<file path="src/panel_port_cfg.svh">
// constants for the panel serial register port
`ifndef PANEL_PORT_CFG_SVH
`define PANEL_PORT_CFG_SVH
`define ADDR_IDENT 7'h00
`define ADDR_VCOM 7'h01
`define ADDR_MODE 7'h02
`define ADDR_SWRST 7'h0A
`define ADDR_READ_MAX 7'h3F
`define RST_VCOM 8'h68
`define RST_MODE 8'h00
`define FRAME_BITS 5'h10
`define ADDR_LAST_BIT 5'h08
`define PART_ID_DEF 3'h5
`define REV_ID_DEF 3'h2
`define MODE_SEL_BIT 0
`define SWRST_BIT 0
`define VCOM_AMP_MSB 7
`define VCOM_AMP_LSB 5
`define VCOM_DC_MSB 3
`define VCOM_DC_LSB 0
`endif

</file>
<file path="src/panel_port_pkg.sv">
// types shared by the panel serial register port
`default_nettype none
package panel_port_pkg;
  typedef enum logic [1:0] {
    ST_IDLE = 2'b00,
    ST_ADDR = 2'b01,
    ST_WDATA = 2'b10,
    ST_RDATA = 2'b11
  } frame_state_t;
endpackage
`default_nettype wire

</file>
<file path="src/pin_sync_if.sv">
// synchronised pin levels between the sampler and the port core
`default_nettype none
interface pin_sync_if;
  logic level;
  modport src (output level);
  modport dst (input level);
endinterface
`default_nettype wire

</file>
<file path="src/pin_sync.sv">
// three-stage pin sampler; a change counts once stages two and three agree
`default_nettype none
module pin_sync #(
  parameter logic RST_VAL = 1'b0
) (
  input wire logic i_clk,
  input wire logic i_rst_b,
  input wire logic i_pin,
  pin_sync_if.src o_sync
);
  logic [2:0] stage_reg;
  logic [2:0] stage_next;
  logic level_reg;
  logic level_next;
  always_comb begin
    stage_next = {stage_reg[1:0], i_pin};
    level_next = level_reg;
    if (stage_reg[2] == stage_reg[1]) begin
      level_next = stage_reg[2];
    end
    if (!i_rst_b) begin
      stage_next = {3{RST_VAL}};
      level_next = RST_VAL;
    end
  end
  always_ff @(posedge i_clk) begin
    stage_reg <= stage_next;
    level_reg <= level_next;
  end
  assign o_sync.level = level_reg;
endmodule // pin_sync
`default_nettype wire

</file>
<file path="src/panel_serial_register_port.sv">
// three-wire serial register port of the panel controller
`include "panel_port_cfg.svh"
`default_nettype none
module panel_serial_register_port #(
  parameter logic [2:0] PART_ID = `PART_ID_DEF, // arbitrary value
  parameter logic [2:0] REV_ID = `REV_ID_DEF // arbitrary value
) (
  input wire logic i_clk,
  input wire logic i_rst_b,
  input wire logic i_hw_reset_low_pin,
  input wire logic i_sclk,
  input wire logic i_cs_b,
  input wire logic i_sda,
  output logic o_sda,
  output logic o_sda_oe,
  output logic [2:0] o_vcom_amp_trim,
  output logic [3:0] o_vcom_dc_level,
  output logic o_interface_mode_select,
  output logic o_regs_in_reset
);
  import panel_port_pkg::*;

  pin_sync_if sclk_s ();
  pin_sync_if cs_s ();
  pin_sync_if sda_s ();
  pin_sync_if rst_s ();

  pin_sync #(
    .RST_VAL(1'b0)
  ) u_sclk (
    .i_clk(i_clk),
    .i_rst_b(i_rst_b),
    .i_pin(i_sclk),
    .o_sync(sclk_s)
  );
  pin_sync #(
    .RST_VAL(1'b1)
  ) u_cs (
    .i_clk(i_clk),
    .i_rst_b(i_rst_b),
    .i_pin(i_cs_b),
    .o_sync(cs_s)
  );
  pin_sync #(
    .RST_VAL(1'b0)
  ) u_sda (
    .i_clk(i_clk),
    .i_rst_b(i_rst_b),
    .i_pin(i_sda),
    .o_sync(sda_s)
  );
  // reset pin sampler starts low so registers stay at defaults until the pin is seen high
  pin_sync #(
    .RST_VAL(1'b0)
  ) u_rst (
    .i_clk(i_clk),
    .i_rst_b(i_rst_b),
    .i_pin(i_hw_reset_low_pin),
    .o_sync(rst_s)
  );

  frame_state_t state_reg, state_next;
  logic sclk_d_reg, sclk_d_next;
  logic [4:0] cnt_reg, cnt_next;
  logic [7:0] shift_reg, shift_next;
  logic [6:0] addr_reg, addr_next;
  logic [7:0] rd_shift_reg, rd_shift_next;
  logic [7:0] vcom_reg, vcom_next;
  logic [7:0] mode_reg, mode_next;
  logic sda_reg, sda_next;
  logic oe_reg, oe_next;
  logic in_rst_reg, in_rst_next;

  logic rise;
  logic fall;
  logic regs_clear;
  logic [7:0] rd_value;
  logic [7:0] byte_in;
  logic frame_abort;

  assign rise = sclk_s.level & ~sclk_d_reg;
  assign fall = ~sclk_s.level & sclk_d_reg;
  assign byte_in = {shift_reg[6:0], sda_s.level};
  assign frame_abort = cs_s.level | ~rst_s.level;

  // read mux; addresses up to 63 answer, unmapped ones read zero
  always_comb begin
    rd_value = 8'h00;
    if (addr_reg <= `ADDR_READ_MAX) begin
      unique case (addr_reg)
        `ADDR_IDENT: rd_value = {2'b00, PART_ID, REV_ID};
        `ADDR_VCOM: rd_value = vcom_reg;
        `ADDR_MODE: rd_value = mode_reg;
        default: rd_value = 8'h00;
      endcase
    end
  end

  always_comb begin
    state_next = state_reg;
    // edge history follows the sampler through reset, so no false edge follows it
    sclk_d_next = sclk_s.level;
    cnt_next = cnt_reg;
    shift_next = shift_reg;
    addr_next = addr_reg;
    rd_shift_next = rd_shift_reg;
    vcom_next = vcom_reg;
    mode_next = mode_reg;
    sda_next = sda_reg;
    oe_next = oe_reg;
    regs_clear = !rst_s.level;
    if (frame_abort) begin
      // partial bits are dropped so a retransmitted byte starts clean
      state_next = ST_IDLE;
      cnt_next = 5'h00;
      shift_next = 8'h00;
      oe_next = 1'b0;
      sda_next = 1'b0;
    end else begin
      unique case (state_reg)
        ST_IDLE, ST_ADDR: begin
          if (rise) begin
            shift_next = byte_in;
            cnt_next = cnt_reg + 5'h01;
            state_next = ST_ADDR;
            if (cnt_reg + 5'h01 == `ADDR_LAST_BIT) begin
              addr_next = byte_in[6:0];
              shift_next = 8'h00;
              state_next = byte_in[7] ? ST_RDATA : ST_WDATA;
            end
          end
        end
        ST_WDATA: begin
          if (rise && cnt_reg < `FRAME_BITS) begin
            shift_next = byte_in;
            cnt_next = cnt_reg + 5'h01;
            if (cnt_reg + 5'h01 == `FRAME_BITS) begin
              unique case (addr_reg)
                `ADDR_VCOM: vcom_next = byte_in;
                `ADDR_MODE: mode_next = byte_in;
                `ADDR_SWRST: regs_clear = byte_in[`SWRST_BIT];
                default: ; // identifier and unmapped writes dropped
              endcase
            end
          end
        end
        ST_RDATA: begin
          // host has let go of the line by now, so drive from the first fall
          if (fall && cnt_reg <= `FRAME_BITS) begin
            if (!oe_reg) begin
              sda_next = rd_value[7];
              rd_shift_next = {rd_value[6:0], 1'b0};
            end else begin
              sda_next = rd_shift_reg[7];
              rd_shift_next = {rd_shift_reg[6:0], 1'b0};
            end
            oe_next = cnt_reg < `FRAME_BITS;
          end
          if (rise && cnt_reg < `FRAME_BITS) begin
            cnt_next = cnt_reg + 5'h01;
          end
        end
      endcase
    end
    if (regs_clear) begin
      vcom_next = `RST_VCOM;
      mode_next = `RST_MODE;
    end
    in_rst_next = !rst_s.level;
    if (!i_rst_b) begin
      state_next = ST_IDLE;
      cnt_next = 5'h00;
      shift_next = 8'h00;
      addr_next = 7'h00;
      rd_shift_next = 8'h00;
      vcom_next = `RST_VCOM;
      mode_next = `RST_MODE;
      sda_next = 1'b0;
      oe_next = 1'b0;
      in_rst_next = 1'b1;
    end
  end

  always_ff @(posedge i_clk) begin
    state_reg <= state_next;
    sclk_d_reg <= sclk_d_next;
    cnt_reg <= cnt_next;
    shift_reg <= shift_next;
    addr_reg <= addr_next;
    rd_shift_reg <= rd_shift_next;
    vcom_reg <= vcom_next;
    mode_reg <= mode_next;
    sda_reg <= sda_next;
    oe_reg <= oe_next;
    in_rst_reg <= in_rst_next;
  end

  assign o_sda = sda_reg;
  assign o_sda_oe = oe_reg;
  assign o_vcom_amp_trim = vcom_reg[`VCOM_AMP_MSB:`VCOM_AMP_LSB];
  assign o_vcom_dc_level = vcom_reg[`VCOM_DC_MSB:`VCOM_DC_LSB];
  assign o_interface_mode_select = mode_reg[`MODE_SEL_BIT];
  assign o_regs_in_reset = in_rst_reg;
endmodule // panel_serial_register_port
`default_nettype wire

</file>
<file path="config.mk">
export PLATFORM = sky130hd
export DESIGN_NAME = panel_serial_register_port
export DESIGN_NICKNAME = d
export VERILOG_FILES = /design/src/panel_port_pkg.sv /design/src/pin_sync_if.sv /design/src/pin_sync.sv /design/src/panel_serial_register_port.sv
export VERILOG_INCLUDE_DIRS = /design/src
export SDC_FILE = /design/constraint.sdc
export NUM_CORES = 1
export LEC_CHECK = 0
export BUFFER_PORTS_ARGS = -buffer_cell sky130_fd_sc_hd__buf_4
export CAP_MARGIN = 10
export CORE_UTILIZATION = 55
export CTS_BUF_LIST = sky130_fd_sc_hd__clkbuf_2
export DETAILED_ROUTE_END_ITERATION = 12
export GPL_ROUTABILITY_DRIVEN = 1
export PLACE_DENSITY = 0.71
export SYNTH_ARGS = -nofsm -noshare
export SYNTH_HDL_FRONTEND = slang
export SYNTH_SLANG_ARGS = --single-unit
</file>
<file path="constraint.sdc">
create_clock -name i_clk -period 5.34 [get_ports i_clk]
set_clock_uncertainty 0.05 [all_clocks]
set_input_delay 0.534 -clock i_clk [delete_from_list [all_inputs] [get_ports i_clk]]
set_output_delay 0.534 -clock i_clk [all_outputs]
set_load 0.03 [all_outputs]
</file>
==> summary.txt <==
Clocking
  • Worst-Skew Late Latency: approximately 0.48 ns
  • Clock sinks: 64
  • H-tree Lvls: 3
  • Hold buffers post-CTS: 0
  • Post-CTS Setup Inserts: 0
  • CTS buffer count: 9
  • Post-CTS sizing: 0
  • Deepest clock path buffer count: 2
  • CTS tree: yes
  • Clk slew on worst S/H paths: between 0.15 and 0.2 ns
  • CTS Root Cell: clkbuf_2

Placement
  • Gpl congestion: ~0.77
  • Post-DP Area: ~2800 um^2
  • Dpl cells: 338
  • HPWL Detailed: about 3300 um
  • IO buf count: 16

STA
  • Final min period: 2.45 ns
  • RSZ-0062 raised after global routing: no
  • Final period utilization: 0.459
  • FMAX: 408 MHz
  • Final setup TNS: 0 ns
  • Worst Tran Pin Value: roughly 0.84 ns
  • Max_slew headroom: 0.440
  • Final Hold Vio Count: 0
  • Hold Slack: 0.183 ns
  • Final Max Slew Viols: 0
  • Setup violators final: 0

Floorplanning
  • # IOs: 17
  • Num rows: 25
  • Core area: about 4700 um^2
  • Chip width: 72.1 um
  • Die H: 72.1 um
  • Die area: roughly 5200 um^2
  • Initial core utilization: 0.573

Cells and area
  • Ant diodes: 0
  • Nets: between 200 and 300
  • Finished Cell Area: approximately 2900 um^2
  • Fin util: 0.614
  • Non-Filler Instances: about 350
  • Fraction of layout instances using a drive strength above 1: 0.167
  • # fillers: roughly 420
  • Area grow syn2layout: 7.17%
  • Commonest non-fill, non-tap cell in the layout: dfxtp_1
  • Most frequent cells in the layout: dfxtp_1, nand2_1, mux2i_1, buf_4

Setup path
  • Crit Path Class: register to register
  • CP Capture Type: register
  • Critical path cell sequence: inv_1 -> ha_1 -> or3b_2 -> a21oi_1 -> nor2b_1 -> nand2_1 -> o211a_1
  • Data required, critical path: 5.68 ns
  • Worst Path Arrival: 2.79 ns
  • Crit path max fanout: 14
  • CP max stage delay: 0.71 ns
  • Crit-path slowest cell: nor2b_1
  • Critical Path Start Type: register

Synthesis
  • Cell area after synthesis: about 2700 um^2
  • Synthesis warning total: 0
  • Post-synth EDFFs: 0
  • Synth cell types: 42
  • Post-synth ARST share: 0
  • Ys flop type: dfxtp_1
  • Gate count after technology mapping: around 270
  • Top cells by area, synth: dfxtp_1, mux2i_1, nand2_1
  • Yosys reg bits: 64
  • Post-synthesis sequential area ratio: 0.473
  • Synth Area per Inst: 9.88 um^2
  • Cell taking the most area after synthesis: dfxtp_1
  • Yosys top cell area share: 0.473
  • Syn nets: roughly 280

Route
  • ANT nets after route: 0
  • DRC viols: 0
  • Drt first pass iters: 4
  • WL/cell: around 14 um
  • Vias/cell: roughly 5.3
  • DR vias: 1883
  • First DRT Iteration DRCs: ~120
  • Total wire length: slightly below 5000 um

Global routing
  • Global route overflow: 0
  • First-pass GRT wire length: around 8300 um
  • Largest net degree at the start of global routing: 40
  • Initial antenna violation count: 0
  • Vias in the first global route: approximately 1700
  • GRT Util Overall: 0.211

Run status
  • Status: completed

Min path
  • Worst Hold Class: input port to register

Flow run
  • Max cap viols: 0

Pwr
  • Power per cell area: 264 nW/um^2
  • LEAKAGE: 0.00105 uW
  • Peak VDD IR: roughly 0.00018 V
-- where the power goes --
part | internal, uW | switching (uW) | leakage, uW | total (uW)
clock network | 108 | 165 | 0.0000708 | 273
logic | 4.70 | 5.08 | 0.000460 | 9.78
registers | 482 | 1.43 | 0.000518 | 483
-- layout make-up --
class | count | area, um^2 | area share
multi-input combinational | 185 | 1290 | 0.445
sequential | 64 | 1280 | 0.442
timing repair buffer | 16 | 120 | 0.0414
tap | 67 | 83.8 | 0.0289
clock buffer | 11 | 55.1 | 0.0190
clock inverter | 5 | 47.5 | 0.0164
inverter | 6 | 22.5 | 0.00777
-- stage by stage --
stage	total power [uW]	setup slack, ns
finish	766	2.89
global route	800	2.64
CTS	774	2.87
detailed placement	503	2.90
global placement	503	2.94
floorplan	499	3.30
-- critical path, delay by kind of cell, from the launching register on --
family                   cells  cell delay (ns)
AO/OA/AOI/OAI                2             0.39
adder cells (fa/ha/maj)      1             0.13
buffers and inverters        1             0.09
flip-flops                   1             0.42
AND/OR/NAND/NOR              3             1.30
-- cell usage after synthesis, drive strengths merged, types with 6 or more instances --
cell type / count
o211a: 6
buf: 13
and2: 10
a21oi: 8
clkbuf: 6
nor2: 23
dfxtp: 64
mux2i: 25
nand2b: 13
inv: 6
nand2: 29
o21ai: 12
a22o: 12
-- kinds of logic after synthesis --
kind of cell             Yosys count  synth area share
AO/OA/AOI/OAI                     55             0.147
XOR/XNOR                           3           0.00971
adder cells (fa/ha/maj)            3            0.0139
buffers and inverters             25            0.0499
flip-flops                        64             0.473
multiplexers                      25            0.0925
AND/OR/NAND/NOR                   99             0.213
-- metal layers --
layer,track usage,routed length [um]
met1,0.311,2510
met2,0.290,2090
met3,0.0458,177
met4,0.105,54
met5,0,0
-- worst paths after layout --
kind	from	endpoint	slack, ns	cells past startpoint
setup / recovery	cnt_reg[0]	rd_shift_reg[6]	2.89	7
hold / removal	i_cs_b	u_cs.stage_reg[0]	0.18	2
setup reg to reg	cnt_reg[0]	rd_shift_reg[6]	2.89	7
hold reg to reg	u_sclk.o_sync.level	sclk_d_reg	0.37	0
(Power assumes the default switching activity.)
